File: config.mk
export PLATFORM = sky130hd
export DESIGN_NAME = spcd_decoder
export DESIGN_NICKNAME = d
export VERILOG_FILES = /design/src/spcd_pkg.sv /design/src/spcd_bit_if.sv /design/src/spcd_bit_rx.sv /design/src/spcd_decoder.sv
export VERILOG_INCLUDE_DIRS = /design/src /design/src/src
export SDC_FILE = /design/constraint.sdc
export NUM_CORES = 1
export LEC_CHECK = 0
export BUFFER_PORTS_ARGS = -buffer_cell sky130_fd_sc_hd__buf_2
export CAP_MARGIN = 25
export CORE_MARGIN = 2
export CORE_UTILIZATION = 50
export DETAILED_ROUTE_END_ITERATION = 6
export PLACE_DENSITY = 0.79
export SYNTH_ARGS = -nofsm -noshare
export SYNTH_HDL_FRONTEND = slang
export SYNTH_SLANG_ARGS = --single-unit
File: constraint.sdc
create_clock -name core_clk -period 2.2 [get_ports core_clk]
set_input_delay 0.33 -clock core_clk [delete_from_list [all_inputs] [get_ports core_clk]]
set_output_delay 0.33 -clock core_clk [all_outputs]
set_load 0.01 [all_outputs]
File: src/spcd_defines.svh
/*
  Shared constants of the single pin configuration decoder: timing, command codes,
  word field layout and register addresses.
  Assumes inclusion by bare name from the decoder sources and the test bench.
*/
`ifndef SPCD_DEFINES_SVH
`define SPCD_DEFINES_SVH

`define SPCD_CLK_PERIOD_NS 5
`define SPCD_NS_PER_MS 1000000
`define SPCD_SAMPLE_DELAY_NS 7143
`define SPCD_TIMEOUT_MS 16

`define SPCD_ENTRY_LAST 4'h5
`define SPCD_CMD_LAST 4'ha
`define SPCD_NUM_WORDS 6
`define SPCD_READBACK_EDGES 7'h3d

`define SPCD_ENTER_PROG 6'h0c
`define SPCD_ENTER_READBACK 6'h3b
`define SPCD_SEL_JUMP 3'h7
`define SPCD_JUMP_NOLOCK 8'hf0
`define SPCD_JUMP_LOCK 8'h55

`define SPCD_F_BAND 0
`define SPCD_F_ODIV_LO 1
`define SPCD_F_ODIV_HI 3
`define SPCD_F_PRE_LO 4
`define SPCD_F_PRE_HI 5

`define SPCD_WORD_RESET 8'h00
`define SPCD_CTRL_RESET 1'h1

`define SPCD_ADDR_STATUS 8'h00
`define SPCD_ADDR_CTRL 8'h04
`define SPCD_ADDR_SETTINGS 8'h08
`define SPCD_ADDR_WORD0 8'h10
`define SPCD_ADDR_WORD5 8'h24

`endif

File: src/spcd_pkg.sv
/*
  Types of the single pin configuration decoder.
  Assumes nothing beyond a SystemVerilog compiler.
*/
package spcd_pkg;
  typedef enum logic [4:0] {
    st_normal    = 5'h01,
    st_prog_idle = 5'h02,
    st_ee_nolock = 5'h04,
    st_ee_lock   = 5'h08,
    st_readback  = 5'h10
  } spcd_state_t;
endpackage

File: src/spcd_bit_if.sv
/*
  Bit stream from the pulse sampler to the command decoder.
  Assumes both ends run on core_clk.
*/
`timescale 1ns/10ps
`default_nettype none
interface spcd_bit_if;
  logic bit_valid;
  logic bit_value;
  logic pin_edge;
  modport tx (output bit_valid, output bit_value, output pin_edge);
  modport rx (input bit_valid, input bit_value, input pin_edge);
endinterface
`default_nettype wire

File: src/spcd_bit_rx.sv
/*
  Pulse-code sampler: synchronises the programming pin and, a fixed delay after each
  rising edge, takes the pin level as the bit.
  Assumes an asynchronous pin and a 200 MHz core_clk.
*/
`timescale 1ns/10ps
`default_nettype none
`include "spcd_defines.svh"
module spcd_bit_rx #(
  parameter int unsigned SAMPLE_CYCLES = (`SPCD_SAMPLE_DELAY_NS + `SPCD_CLK_PERIOD_NS - 1) / `SPCD_CLK_PERIOD_NS
) (
  input wire logic core_clk,
  input wire logic rstn,
  input wire logic programming_pin,
  input wire logic enable,
  spcd_bit_if.tx bits
);
  localparam int CW = $clog2(SAMPLE_CYCLES + 1);
  logic sync1_q, sync2_q, level_q, busy_q;
  logic [CW-1:0] cnt_q;
  logic bit_valid_q, bit_value_q, edge_q;
  wire rise_w = sync2_q & ~level_q & enable;
  wire fire_w = busy_q && cnt_q == CW'(1);

  always_ff @(posedge core_clk or negedge rstn) begin
    if (!rstn) begin
      sync1_q <= 1'h0;
      sync2_q <= 1'h0;
      level_q <= 1'h0;
    end else begin
      sync1_q <= programming_pin;
      sync2_q <= sync1_q;
      level_q <= sync2_q;
    end
  end

  // Counter started at each rising edge strobes the pin after SAMPLE_CYCLES
  always_ff @(posedge core_clk or negedge rstn) begin
    if (!rstn) begin
      busy_q <= 1'h0;
      cnt_q <= '0;
    end else if (rise_w) begin
      busy_q <= 1'h1;
      cnt_q <= CW'(SAMPLE_CYCLES);
    end else if (busy_q) begin
      busy_q <= ~fire_w;
      cnt_q <= cnt_q - CW'(1);
    end
  end

  // One bit per rising edge
  always_ff @(posedge core_clk or negedge rstn) begin
    if (!rstn) begin
      bit_valid_q <= 1'h0;
      bit_value_q <= 1'h0;
      edge_q <= 1'h0;
    end else begin
      bit_valid_q <= fire_w;
      bit_value_q <= fire_w ? sync2_q : bit_value_q;
      edge_q <= (sync2_q ^ level_q) & enable;
    end
  end

  assign bits.bit_valid = bit_valid_q;
  assign bits.bit_value = bit_value_q;
  assign bits.pin_edge = edge_q;

  logic [CW:0] since_rise_q;
  always_ff @(posedge core_clk or negedge rstn) begin
    if (!rstn) begin
      since_rise_q <= '0;
    end else if (rise_w) begin
      since_rise_q <= '0;
    end else if (since_rise_q != '1) begin
      since_rise_q <= since_rise_q + (CW+1)'(1);
    end
  end

  AST_SAMPLE_DELAY: assert property (@(posedge core_clk) disable iff (!rstn)
    bit_valid_q |-> since_rise_q == (CW+1)'(SAMPLE_CYCLES))
    else $error("bit not sampled at the fixed delay after the rising edge");
endmodule
`default_nettype wire

File: src/spcd_decoder.sv
/*
  Single pin configuration decoder: command state machine, six configuration words,
  effective synthesizer settings, EEPROM store requests and an APB register slave.
  Assumes an asynchronous programming pin, one 200 MHz clock and an APB master.
*/
// What this block does
// - Configuration enters only as writes on the pin; no read path there.
// - Read command puts the device in readback, flagged on readback_active.
// - Sequence 001100 moves normal operation to programming idle, else time-out.
// - Three-bit selector plus eight data bits writes configuration words 0 to 5.
// - One bit is latched per rising edge of the programming pin.
// - Long gaps between bits of a word write do not disturb it.
// - The completed word write latches the word; a word 0 write is applied at once.
// - Words live in working storage; word 0 is applied before any EEPROM save.
// - Jump 111 1111 0000 from idle stores to EEPROM without lock, if lock is not yet set.
// - Jump 111 0101 0101 from idle stores to EEPROM and sets lock, if lock is not yet set.
// - Jump 111 0000 0000 leaves EEPROM states for normal operation.
// - Any other 111 command returns the decoder to normal operation.
// - Feedback divider follows prescaler: 3 gives 20, 4 gives 16, 5 gives 12.
// - Word 0 selects oscillator band, output divider and prescaler.
// - Bits are pulse coded; a fixed delay after each rising edge samples the level.
// - During mode entry a pulse of 16 ms or more times out.
`timescale 1ns/10ps
`default_nettype none
`include "spcd_defines.svh"
module spcd_decoder #(
  parameter int unsigned TIMEOUT_CYCLES = (`SPCD_TIMEOUT_MS * `SPCD_NS_PER_MS + `SPCD_CLK_PERIOD_NS - 1) /
                                          `SPCD_CLK_PERIOD_NS,
  parameter int unsigned SAMPLE_CYCLES = (`SPCD_SAMPLE_DELAY_NS + `SPCD_CLK_PERIOD_NS - 1) / `SPCD_CLK_PERIOD_NS
) (
  input wire logic core_clk,
  input wire logic rstn,
  input wire logic programming_pin,
  input wire logic psel,
  input wire logic penable,
  input wire logic pwrite,
  input wire logic [7:0] paddr,
  input wire logic [31:0] pwdata,
  output logic [31:0] prdata,
  output logic pready,
  output logic pslverr,
  output logic upper_band_oscillator_sel,
  output logic [5:0] output_divider,
  output logic [2:0] prescaler,
  output logic [5:0] feedback_divider,
  output logic eeprom_store,
  output logic eeprom_lock,
  output logic readback_active
);
  localparam int TW = $clog2(TIMEOUT_CYCLES + 1);

  spcd_bit_if bits ();
  logic pin_enable_q;

  spcd_bit_rx #(.SAMPLE_CYCLES(SAMPLE_CYCLES)) u_bit_rx (
    .core_clk(core_clk),
    .rstn(rstn),
    .programming_pin(programming_pin),
    .enable(pin_enable_q),
    .bits(bits)
  );

  spcd_pkg::spcd_state_t state_q, state_d;
  logic [10:0] shift_q;
  logic [3:0] cnt_q, cnt_d;
  logic [TW-1:0] idle_q;
  logic [6:0] rb_cnt_q;
  logic [7:0] configuration_word_q [`SPCD_NUM_WORDS];
  logic band_q, store_q, lock_q;
  logic [5:0] odiv_q, fb_q;
  logic [2:0] pre_q;

  // Command decode
  wire [10:0] cmd_w = {shift_q[9:0], bits.bit_value};
  wire in_normal_w = state_q == spcd_pkg::st_normal;
  wire in_prog_w = state_q == spcd_pkg::st_prog_idle;
  wire in_ee_w = state_q == spcd_pkg::st_ee_nolock || state_q == spcd_pkg::st_ee_lock;
  wire entry_done_w = in_normal_w && bits.bit_valid && cnt_q == `SPCD_ENTRY_LAST;
  wire cmd_done_w = (in_prog_w || in_ee_w) && bits.bit_valid && cnt_q == `SPCD_CMD_LAST;
  wire [2:0] sel_w = cmd_w[10:8];
  wire [7:0] data_w = cmd_w[7:0];
  // First selector bit sent is the index LSB
  wire [2:0] idx_w = {sel_w[0], sel_w[1], sel_w[2]};
  wire jump_w = cmd_done_w && sel_w == `SPCD_SEL_JUMP;
  wire word_wr_w = cmd_done_w && in_prog_w && sel_w != `SPCD_SEL_JUMP && idx_w < 3'(`SPCD_NUM_WORDS);
  wire to_nolock_w = jump_w && in_prog_w && data_w == `SPCD_JUMP_NOLOCK;
  wire to_lock_w = jump_w && in_prog_w && data_w == `SPCD_JUMP_LOCK;
  // Time-out applies to mode entry only; word writes may pause freely
  wire timeout_w = in_normal_w && cnt_q != 4'h0 && idle_q == TW'(TIMEOUT_CYCLES - 1);
  wire rb_done_w = state_q == spcd_pkg::st_readback && bits.bit_valid &&
                   rb_cnt_q == `SPCD_READBACK_EDGES - 7'h01;

  always_comb begin
    state_d = state_q;
    unique case (state_q)
      spcd_pkg::st_normal: begin
        if (entry_done_w && cmd_w[5:0] == `SPCD_ENTER_PROG) begin
          state_d = spcd_pkg::st_prog_idle;
        end else if (entry_done_w && cmd_w[5:0] == `SPCD_ENTER_READBACK) begin
          state_d = spcd_pkg::st_readback;
        end
      end
      spcd_pkg::st_prog_idle: begin
        if (to_nolock_w) begin
          state_d = spcd_pkg::st_ee_nolock;
        end else if (to_lock_w) begin
          state_d = spcd_pkg::st_ee_lock;
        end else if (jump_w) begin
          state_d = spcd_pkg::st_normal;
        end
      end
      spcd_pkg::st_ee_nolock, spcd_pkg::st_ee_lock: begin
        if (jump_w) begin
          state_d = spcd_pkg::st_normal;
        end
      end
      spcd_pkg::st_readback: begin
        if (rb_done_w) begin
          state_d = spcd_pkg::st_normal;
        end
      end
    endcase
  end

  // Partial entry sequences are dropped on time-out; a wrong entry code leaves state untouched
  always_comb begin
    cnt_d = cnt_q;
    if (timeout_w || entry_done_w || cmd_done_w || state_q == spcd_pkg::st_readback) begin
      cnt_d = 4'h0;
    end else if (bits.bit_valid) begin
      cnt_d = cnt_q + 4'h1;
    end
  end

  always_ff @(posedge core_clk or negedge rstn) begin
    if (!rstn) begin
      state_q <= spcd_pkg::st_normal;
      cnt_q <= 4'h0;
      shift_q <= 11'h000;
    end else begin
      state_q <= state_d;
      cnt_q <= cnt_d;
      shift_q <= bits.bit_valid ? cmd_w : shift_q;
    end
  end

  always_ff @(posedge core_clk or negedge rstn) begin
    if (!rstn) begin
      idle_q <= '0;
    end else if (bits.pin_edge || cnt_q == 4'h0) begin
      idle_q <= '0;
    end else if (idle_q != TW'(TIMEOUT_CYCLES - 1)) begin
      idle_q <= idle_q + TW'(1);
    end
  end

  always_ff @(posedge core_clk or negedge rstn) begin
    if (!rstn) begin
      rb_cnt_q <= 7'h00;
    end else if (state_q != spcd_pkg::st_readback) begin
      rb_cnt_q <= 7'h00;
    end else if (bits.bit_valid) begin
      rb_cnt_q <= rb_cnt_q + 7'h01;
    end
  end

  // Working storage, one word per entry
  genvar gi;
  generate
    for (gi = 0; gi < `SPCD_NUM_WORDS; gi++) begin : g_word
      always_ff @(posedge core_clk or negedge rstn) begin
        if (!rstn) begin
          configuration_word_q[gi] <= `SPCD_WORD_RESET;
        end else if (word_wr_w && idx_w == 3'(gi)) begin
          configuration_word_q[gi] <= data_w;
        end
      end
    end
  endgenerate

  // Settings decode from word 0; codes 6 and 7 fall back to divide by one
  wire [2:0] odiv_code_w = data_w[`SPCD_F_ODIV_HI:`SPCD_F_ODIV_LO];
  wire [1:0] pre_code_w = data_w[`SPCD_F_PRE_HI:`SPCD_F_PRE_LO];
  wire [5:0] odiv_w = odiv_code_w > 3'h5 ? 6'h01 : 6'h01 << odiv_code_w;
  wire [2:0] pre_w = {1'h0, pre_code_w} + 3'h2;
  wire [5:0] fb_w = pre_w == 3'h3 ? 6'h14 : pre_w == 3'h4 ? 6'h10 : pre_w == 3'h5 ? 6'h0c : 6'h20;
  wire apply_w = word_wr_w && idx_w == 3'h0;

  // Applied at once, ahead of any save
  always_ff @(posedge core_clk or negedge rstn) begin
    if (!rstn) begin
      band_q <= 1'h0;
      odiv_q <= 6'h01;
      pre_q <= 3'h2;
      fb_q <= 6'h20;
    end else if (apply_w) begin
      band_q <= data_w[`SPCD_F_BAND];
      odiv_q <= odiv_w;
      pre_q <= pre_w;
      fb_q <= fb_w;
    end
  end

  // Once locked, further store requests are refused
  always_ff @(posedge core_clk or negedge rstn) begin
    if (!rstn) begin
      store_q <= 1'h0;
      lock_q <= 1'h0;
    end else begin
      store_q <= (to_nolock_w || to_lock_w) && !lock_q;
      lock_q <= lock_q | (to_lock_w && !lock_q);
    end
  end

  // APB slave, one access cycle, registered answer
  wire setup_w = psel && !penable;
  wire access_wr_w = psel && penable && pready && pwrite;
  wire [7:0] word_off_w = paddr - `SPCD_ADDR_WORD0;
  wire is_word_w = paddr >= `SPCD_ADDR_WORD0 && paddr <= `SPCD_ADDR_WORD5 && paddr[1:0] == 2'h0;
  wire mapped_w = paddr == `SPCD_ADDR_STATUS || paddr == `SPCD_ADDR_CTRL ||
                  paddr == `SPCD_ADDR_SETTINGS || is_word_w;
  wire [2:0] word_idx_w = word_off_w[4:2];
  wire [31:0] status_w = {23'h000000, lock_q, 3'h0, state_q};
  wire [31:0] settings_w = {10'h000, fb_q, 1'h0, pre_q, 2'h0, odiv_q, 3'h0, band_q};
  wire [31:0] rd_w = paddr == `SPCD_ADDR_STATUS ? status_w :
                     paddr == `SPCD_ADDR_CTRL ? {31'h00000000, pin_enable_q} :
                     paddr == `SPCD_ADDR_SETTINGS ? settings_w :
                     is_word_w ? {24'h000000, configuration_word_q[word_idx_w]} : 32'h00000000;

  always_ff @(posedge core_clk or negedge rstn) begin
    if (!rstn) begin
      pready <= 1'h0;
      pslverr <= 1'h0;
      prdata <= 32'h00000000;
    end else begin
      pready <= setup_w;
      pslverr <= setup_w && !mapped_w;
      prdata <= setup_w ? rd_w : prdata;
    end
  end

  // Words are not writable over the bus, so the pin stays the only config path
  always_ff @(posedge core_clk or negedge rstn) begin
    if (!rstn) begin
      pin_enable_q <= `SPCD_CTRL_RESET;
    end else if (access_wr_w && paddr == `SPCD_ADDR_CTRL) begin
      pin_enable_q <= pwdata[0];
    end
  end

  always_ff @(posedge core_clk or negedge rstn) begin
    if (!rstn) begin
      readback_active <= 1'h0;
    end else begin
      readback_active <= state_d == spcd_pkg::st_readback;
    end
  end

  assign upper_band_oscillator_sel = band_q;
  assign output_divider = odiv_q;
  assign prescaler = pre_q;
  assign feedback_divider = fb_q;
  assign eeprom_store = store_q;
  assign eeprom_lock = lock_q;

  AST_ENTER_PROG: assert property (@(posedge core_clk) disable iff (!rstn)
    (entry_done_w && cmd_w[5:0] == `SPCD_ENTER_PROG) |=> state_q == spcd_pkg::st_prog_idle && cnt_q == 4'h0)
    else $error("entry code did not reach programming idle");

  AST_ENTER_READBACK: assert property (@(posedge core_clk) disable iff (!rstn)
    (entry_done_w && cmd_w[5:0] == `SPCD_ENTER_READBACK) |=> ##1 readback_active)
    else $error("readback code did not raise readback flag");

  AST_WORD_WRITE: assert property (@(posedge core_clk) disable iff (!rstn)
    word_wr_w |=> configuration_word_q[$past(idx_w)] == $past(data_w))
    else $error("word write not stored at its selector");

  AST_APPLY_NOW: assert property (@(posedge core_clk) disable iff (!rstn)
    (apply_w && !store_q) |=> band_q == $past(data_w[`SPCD_F_BAND]) && pre_q == $past(pre_w) && !store_q)
    else $error("word 0 setting not applied on the next edge");

  AST_FEEDBACK: assert property (@(posedge core_clk) disable iff (!rstn)
    (pre_q == 3'h3 && fb_q == 6'h14) || (pre_q == 3'h4 && fb_q == 6'h10) ||
    (pre_q == 3'h5 && fb_q == 6'h0c) || (pre_q == 3'h2 && fb_q == 6'h20))
    else $error("feedback divider does not follow prescaler");

  AST_JUMP_NOLOCK: assert property (@(posedge core_clk) disable iff (!rstn)
    to_nolock_w |=> state_q == spcd_pkg::st_ee_nolock && eeprom_store == !$past(lock_q) && lock_q == $past(lock_q))
    else $error("no-lock jump wrong");

  AST_JUMP_LOCK: assert property (@(posedge core_clk) disable iff (!rstn)
    to_lock_w |=> state_q == spcd_pkg::st_ee_lock && lock_q)
    else $error("lock jump did not set lock");

  AST_EXIT: assert property (@(posedge core_clk) disable iff (!rstn)
    (jump_w && !to_nolock_w && !to_lock_w) |=> in_normal_w)
    else $error("jump did not return to normal operation");

  AST_TIMEOUT: assert property (@(posedge core_clk) disable iff (!rstn)
    timeout_w |=> cnt_q == 4'h0 && state_q == $past(state_q))
    else $error("time-out did not discard partial entry");

  AST_GAP_HOLD: assert property (@(posedge core_clk) disable iff (!rstn)
    (!in_normal_w && !bits.bit_valid && state_q != spcd_pkg::st_readback) |=> $stable(cnt_q) && $stable(shift_q))
    else $error("gap disturbed a pending word write");

  AST_APB_ANSWER: assert property (@(posedge core_clk) disable iff (!rstn)
    setup_w |=> pready ##1 !pready || (psel && !penable))
    else $error("apb answer not one cycle after setup");

  AST_LOCK_REFUSE: assert property (@(posedge core_clk) disable iff (!rstn)
    ((to_nolock_w || to_lock_w) && lock_q) |=> !store_q && lock_q)
    else $error("store request passed although locked");

  AST_LOCK_STICKY: assert property (@(posedge core_clk) disable iff (!rstn)
    lock_q |=> lock_q)
    else $error("lock dropped without reset");

  AST_STORE_PULSE: assert property (@(posedge core_clk) disable iff (!rstn)
    store_q |=> !store_q)
    else $error("store request longer than one cycle");

  AST_READBACK_EXIT: assert property (@(posedge core_clk) disable iff (!rstn)
    rb_done_w |=> in_normal_w && !readback_active)
    else $error("readback did not end after its last edge");

  // Undefined selector must neither store nor leave idle
  AST_BAD_SEL: assert property (@(posedge core_clk) disable iff (!rstn)
    (cmd_done_w && in_prog_w && !jump_w && !word_wr_w) |=> in_prog_w && $stable(band_q))
    else $error("undefined selector changed state or settings");

  AST_APB_UNMAPPED: assert property (@(posedge core_clk) disable iff (!rstn)
    (setup_w && !mapped_w) |=> pslverr && prdata == 32'h00000000)
    else $error("unmapped access not flagged");

  COV_PROG: cover property (@(posedge core_clk) disable iff (!rstn) in_normal_w ##1 in_prog_w);
  COV_STORE_LOCK: cover property (@(posedge core_clk) disable iff (!rstn) to_lock_w);
  COV_READBACK_END: cover property (@(posedge core_clk) disable iff (!rstn) rb_done_w);
  COV_TIMEOUT: cover property (@(posedge core_clk) disable iff (!rstn) timeout_w);
  COV_STORE_NOLOCK: cover property (@(posedge core_clk) disable iff (!rstn) to_nolock_w && !lock_q);
endmodule
`default_nettype wire

==> metrics.cfg, run 1 <==
[cells_and_area]
utilization_pct=59.35
fillers=1105
insertedDiodeCount=0
regArea_um2=3710
synthToLayoutAreaGrowth_pct=16.84
final_layout_size_suffix_gt1_share_pct=29.03
multi_input_area_um2=3352
stdcell_count=928
fin_nets=793

[timing]
drv_slew=0
worst_slew_pin_slew_ns=0.8387
rsz0062_at_grt=true
slew_headroom_pct=43.97
fin_crit_ns=2.151
timing.fmax_ghz=0.4648
finalCritPeriodShare_pct=97.79
setup_viol=0
tns_ns=0
hold_violations=0
skew_ns=0.006999
whs_ns=0.1531

[die]
dieArea_um2=15700
core.rowCount=44
die_height_um=125.3
initial_utilization_pct=50.80
io_pins=99
fp.coreArea_um2=14480
chipWidth_um=125.3

[job]
cap_violations=0

[cts]
path_clk_slew_ns=0.06
cts_buffer_depth=2
clock-sinks=148
clkLatencyLatePin_ns=0.43
numCtsBuffers=17
cts_tree=yes
h-tree-depth=4
cts_root_buf=clkbuf_16

[grt]
grtUsageTotal_pct=21.61
antenna_found_initial=0
grt_max_degree=56
grt_overflow=0
grt_pass1_wl_mm=27.04
grt_pass1_vias=5277

[hold_path]
hold_class=primary input to flop

[synth]
synth.cell_area_um2=7355
synth_top_area_cell=dfrtp_1
yosysTopAreaCellShare_pct=48.66
synth_top_flop_cell=dfrtp_1
synth_cells=656
ys_ff_latch=148
synthArstFlopShare_pct=100.0
yosysMostFrequentCell=dfrtp_1
yosys-top-cells-count=143 x dfrtp_1, 66 x nand2_1, 49 x mux2_2
yosys-top-cells-area=dfrtp_1 49%, mux2_2 7.5%, nand2_1 3.4%
synth_edf_count=0
yosys_warnings=0
ys_types=74
synth.avg_cell_area_um2=11.21
ys_seq_area_share_pct=50.44

[pwr]
totalPowerFinal_mw=6.513
leakage_nw=3.980
p_per_area_nw_per_um2=758.0
ir_drop_mv=0.5653

[place]
dp_hpwl_mm=11.05
io_buffers=50
placed_cells=893
globalplace.congestion=0.8807

[setup_path]
crit_type=flop to flop
arrival_ns=2.46
start_kind=flop
path_max_fanout=8
end_kind=flop
crit_required_ns=2.51

[drt]
dr_wl_met2_mm=7.823
dr.pass1.iters=6
routed_wl_mm=16.15
drc=0
wl_met1_mm=7.205
first_iter_violations=393
drtAntennaViolNets=0
highest_layer=met4
vias=5245
route.met3.wl_um=766
wire_per_inst_um=17.41
via_per_inst=5.652

[outcome]
outcome=finished clean

## kinds of logic (layout without fill, tap and decap cells)
family / Yosys count / in the layout / share of synthesized area, %
AOI/OAI and AO/OA: 88 / 88 / 7.417
and+or+nand+nor: 232 / 232 / 17.69
xor gates and xnor gates: 31 / 31 / 3.692
muxes: 74 / 74 / 13.08
other: 1 / 17 / 0.05099
DFF: 148 / 148 / 50.44
adders and majority gates: 16 / 16 / 2.722
buffers and inverters: 66 / 138 / 4.900
## sequential cells by signal (all words and copies together), names as in the netlist, 4 cells and up
name,count
configuration_word_q,48
idle_q,22
prdata,17
u_bit_rx.cnt_q,11
shift_q,10
rb_cnt_q,7
output_divider,6
state_q,5
cnt_q,4
feedback_divider,4
## area by class of cell
type / count / area share (%)
clock inverter: 13 / 2.097
multi-input combinational: 458 / 39.01
inverter: 17 / 0.7426
timing repair buffer: 89 / 7.033
sequential: 148 / 43.17
tap: 184 / 2.679
clock buffer: 19 / 5.271
## critical path, cell delays in order (launching register included)
cell and delay [ns]:
dfrtp_1 0.37, or4_4 0.56, nor4b_4 0.33, nand2_2 0.10, nor2_4 0.28, mux2_2 0.39
## placed cells by master, fill, tap and decap left out, types with 4 or more instances in the layout
master | Yosys | final
dfrtp_1 | 143 | 143
nand2_1 | 66 | 66
mux2_2 | 49 | 49
buf_2 | 9 | 49
nor2_1 | 46 | 46
buf_4 | 21 | 33
o21ai_0 | 28 | 28
nand3_1 | 22 | 22
a21oi_1 | 17 | 17
xnor2_1 | 17 | 17
inv_1 | 17 | 17
conb_1 | 1 | 17
clkbuf_16 | 0 | 17
ha_1 | 16 | 16
xor2_1 | 14 | 14
nor3_1 | 14 | 14
mux2_4 | 12 | 12
nand4_1 | 9 | 9
or3_1 | 9 | 9
mux4_2 | 8 | 8
a22oi_1 | 8 | 8
nor4_1 | 6 | 6
mux2i_1 | 5 | 5
o21ai_1 | 5 | 5
nand2b_1 | 5 | 5
and3_1 | 5 | 5
dfstp_2 | 5 | 5
nor3_2 | 4 | 4
nor2b_1 | 4 | 4
nand4b_1 | 4 | 4
clkinv_2 | 0 | 4
bufinv_16 | 0 | 4
buf_12 | 0 | 4
## per-layer routing
metal  track usage (%)  vias up
li1                  -     2440
met1             29.06     2596
met2             34.40      174
met3             4.536       35
met4             8.954        0
met5                 0        -
## through the flow
step	instance area, um2	setup slack (ns)
floorplan	7415	0.1417
global placement	7925	0.08430
detailed placement	7925	0.03880
CTS	8578	0.03697
global route	8593	-0.01818
finish	8593	0.04857
## power breakdown
part | switching, mW | internal (mW)
clock network | 1.14 | 1.95
logic | 0.269 | 0.224
registers | 0.102 | 2.82
total | 1.52 | 5.00
## path summary, 6_finish.rpt
kind,to,depth (start not counted),start,slack (ns)
worst max-delay path,configuration_word_q[31],5,state_q[4],0.05
worst min register to register,u_bit_rx.sync2_q,0,u_bit_rx.sync1_q,0.37
worst max register to register,configuration_word_q[31],5,state_q[4],0.05
worst min-delay path,pin_enable_q,2,pwdata[0],0.15
min in group asynchronous,idle_q[9],2,rstn,0.43
max in group asynchronous,output_divider[0],3,rstn,1.07
## what timing repair did
action	CTS	global route
resized for setup	0	2
endpoints found under the setup margin	0	4
setup buffers	0	1
hold buffers	2	0
hold endpoints to repair	50	0
Power figures use the tool's default switching activity.
==> inputs of run 2 (changes only) <==
Settings changed: CORE_UTILIZATION 50 to 35, PLACE_DENSITY 0.79 to 0.58.
Clock period 2.2 ns to 2.7 ns, I/O delays scaled along.
==> run 2 against run 1 <==
Against the previous run: cell count up 7.7%; largest cell class unchanged; final area down 1.5%; first-iteration DRC count down 16%.
==> metrics.cfg, run 2 (same netlist as run 1, synthesis figures left out) <==
[setup_path]
r2r_setup_slack_ns=0.40  ; was 0.05 ns
end_kind=flop  ; unchanged
crit_required_ns=3.00  ; was 2.51 ns
crit_chain=or4_4 -> nor4b_4 -> nand2_2 -> nor2_4 -> mux2_2  ; unchanged
crit_buf_inv=0  ; unchanged
rr_endpoint=configuration_word_q[25]  ; was configuration_word_q[31]
arrival_ns=2.60  ; was 2.46 ns
crit_type=flop to flop  ; unchanged
cpMaxStageDelayCell=or4_4  ; unchanged
path_max_fanout=10  ; was 8
cp_slowest_stage_delay_ns=0.55  ; was 0.56 ns
r2r-start=state_q[3]  ; was state_q[4]
crit_family=simple AND/OR/NAND/NOR gates  ; unchanged
start_kind=flop  ; unchanged
rr_worst_depth=5  ; unchanged

[die]
initial_utilization_pct=35.32  ; was 50.80%
die_height_um=149.0  ; was 125.3 um
fp.coreArea_um2=20820  ; was 14480 um2
core.rowCount=53  ; was 44
io_pins=99  ; unchanged
chipWidth_um=149.0  ; was 125.3 um
dieArea_um2=22190  ; was 15700 um2

[cells_and_area]
final_common_cell=dfrtp_1  ; unchanged
synthToLayoutAreaGrowth_pct=15.12  ; was 16.84%
regArea_um2=3710  ; unchanged
largest_register_ffs=48  ; unchanged
fin_nets=773  ; was 793
insertedDiodeCount=0  ; unchanged
final_cell_mix=143 x dfrtp_1, 66 x nand2_1, 49 x mux2_2, 49 x buf_2, 46 x nor2_1  ; unchanged
fillers=2022  ; was 1105
top_regs=configuration_word_q (48), idle_q (22), prdata (17)  ; unchanged
regMostFlops=configuration_word_q  ; unchanged
final_layout_size_suffix_gt1_share_pct=26.80  ; was 29.03%
stdcell_area_um2=8467  ; was 8593 um2
multi_input_area_um2=3344  ; was 3352 um2

[grt]
grt_pass1_vias=4849  ; was 5277
grt_max_degree=64  ; was 56
grtUsageTotal_pct=15.06  ; was 21.61%
grt_overflow=0  ; unchanged
grt_pass1_wl_mm=26.17  ; was 27.04 mm
antenna_found_initial=0  ; unchanged

[cts]
cts_resized=0  ; unchanged
clock-sinks=148  ; unchanged
cts_tree=yes  ; unchanged
cts_buffer_depth=2  ; unchanged
cts_setup_buffers=0  ; unchanged
h-tree-depth=4  ; unchanged
clkLatencyLatePin_ns=0.42  ; was 0.43 ns
numCtsBuffers=17  ; unchanged
hold_buffers=1  ; was 2
path_clk_slew_ns=0.06  ; about the same
cts_root_buf=clkbuf_16  ; unchanged

[timing]
drv_slew=0  ; unchanged
setup_viol=0  ; unchanged
rsz0062_at_grt=false  ; was true
tns_ns=0  ; unchanged
worst_slew_pin_slew_ns=0.7221  ; was 0.8387 ns
timing.fmax_ghz=0.4354  ; was 0.4648 GHz
slew_headroom_pct=51.76  ; was 43.97%
hold_violations=0  ; unchanged
fin_crit_ns=2.297  ; was 2.151 ns
finalCritPeriodShare_pct=85.06  ; was 97.79%
skew_ns=0.007832  ; was 0.006999 ns

[drt]
wire_per_inst_um=15.92  ; was 17.41 um
drc=0  ; unchanged
dr.pass1.iters=5  ; was 6
drtAntennaViolNets=0  ; unchanged
via_per_inst=4.997  ; was 5.652
routed_wl_mm=15.90  ; was 16.15 mm
vias=4992  ; was 5245
first_iter_violations=332  ; was 393

[outcome]
outcome=finished clean  ; unchanged

[pwr]
p_int_mw=3.859  ; was 4.998 mW
swShare_pct=24.10  ; was 23.27%
share_comb_of_total_power_pct=7.5  ; was 7.6%
p_per_area_nw_per_um2=600.4  ; was 758.0 nW/um2
p_clk_share_pct=45.6  ; was 47.5%
ir_drop_mv=0.3966  ; was 0.5653 mV
power_switching_mw=1.225  ; was 1.516 mW
p_seq_share_pct=46.9  ; was 44.9%
leakage_nw=3.837  ; was 3.980 nW

[place]
dpl_cell_area_um2=7879  ; was 7925 um2
io_buffers=50  ; unchanged
dp_hpwl_mm=10.91  ; was 11.05 mm
globalplace.congestion=0.8304  ; was 0.8807

[job]
cap_violations=0  ; unchanged

[hold_path]
whs_endpoint=u_bit_rx.sync1_q  ; was pin_enable_q
hold_class=primary input to flop  ; unchanged
min_from=programming_pin  ; was pwdata[0]
hold_depth=1  ; was 2

-- run 2: cell count changes in the layout (fill, tap and decap cells not counted), sizes merged --
cell / before / now
dlygate4sd3: 2 / 1
clkinv: 5 / 4
clkbuf: 19 / 21
bufinv: 4 / 2
inv: 18 / 19
buf: 87 / 68
-- run 2: area by class of cell --
cell class	count	share of cell area, %
Multi-Input combinational cell	458	39.50
Tap cell	275	4.064
Sequential cell	148	43.82
Clock inverter	11	1.507
Timing Repair Buffer	69	5.039
Clock buffer	21	5.320
Inverter	17	0.7537
-- run 2: power groups by stage --
stage	Sequential, mW	Combinational (mW)	Clock [mW]
final	2.38	0.382	2.32
after global routing	2.40	0.431	2.48
after CTS	2.38	0.393	2.38
after detailed placement	2.42	0.389	0
after global placement	2.42	0.383	0
after floorplan	2.41	0.279	0
-- run 2: worst reg2reg max path: stages, from the launching register on --
cell and delay [ns]:
dfrtp_1 0.51, or4_4 0.55, nor4b_4 0.32, nand2_2 0.11, nor2_4 0.30, mux2_2 0.38
-- run 2: layer usage --
metal	routed length (um)	share of wire, %	global-route usage, %	vias to the layer above
met5	0	0	0	-
met1	8162	51	22.36	2477
met4	179	1.1	4.571	0
met2	7024	44	21.96	92
met3	535	3.4	3.303	12
li1	-	-	-	2411
-- run 2: per-stage QoR --
step	total power [mW]	utilization (%)	hold WS [ns]	worst slack, ns	instances
after floorplan	2.687	-	0.1094	0.6417	672
after global placement	2.800	37.84	0.3628	0.3646	966
after detailed placement	2.807	37.84	0.3477	0.3311	966
after CTS	5.154	40.66	0.08786	0.3709	999
after global routing	5.302	40.66	0.08199	0.2284	999
final	5.084	40.66	0.1030	0.4033	999
-- run 2: worst max path at each step --
| stage | to | cells after the start | from | slack [ns] |
|---|---|---|---|---|
| 2_1_floorplan | u_bit_rx.bits.bit_value | 5 | u_bit_rx.cnt_q[5] | 0.64 |
| 3_3_place_gp | prdata[7] | 7 | paddr[1] | 0.36 |
| 3_5_place_dp | prdata[7] | 7 | paddr[1] | 0.33 |
| 4_1_cts | configuration_word_q[25] | 7 | cnt_q[0] | 0.37 |
| 5_1_grt | configuration_word_q[30] | 7 | cnt_q[0] | 0.23 |
| 6_report | configuration_word_q[25] | 5 | state_q[3] | 0.40 |
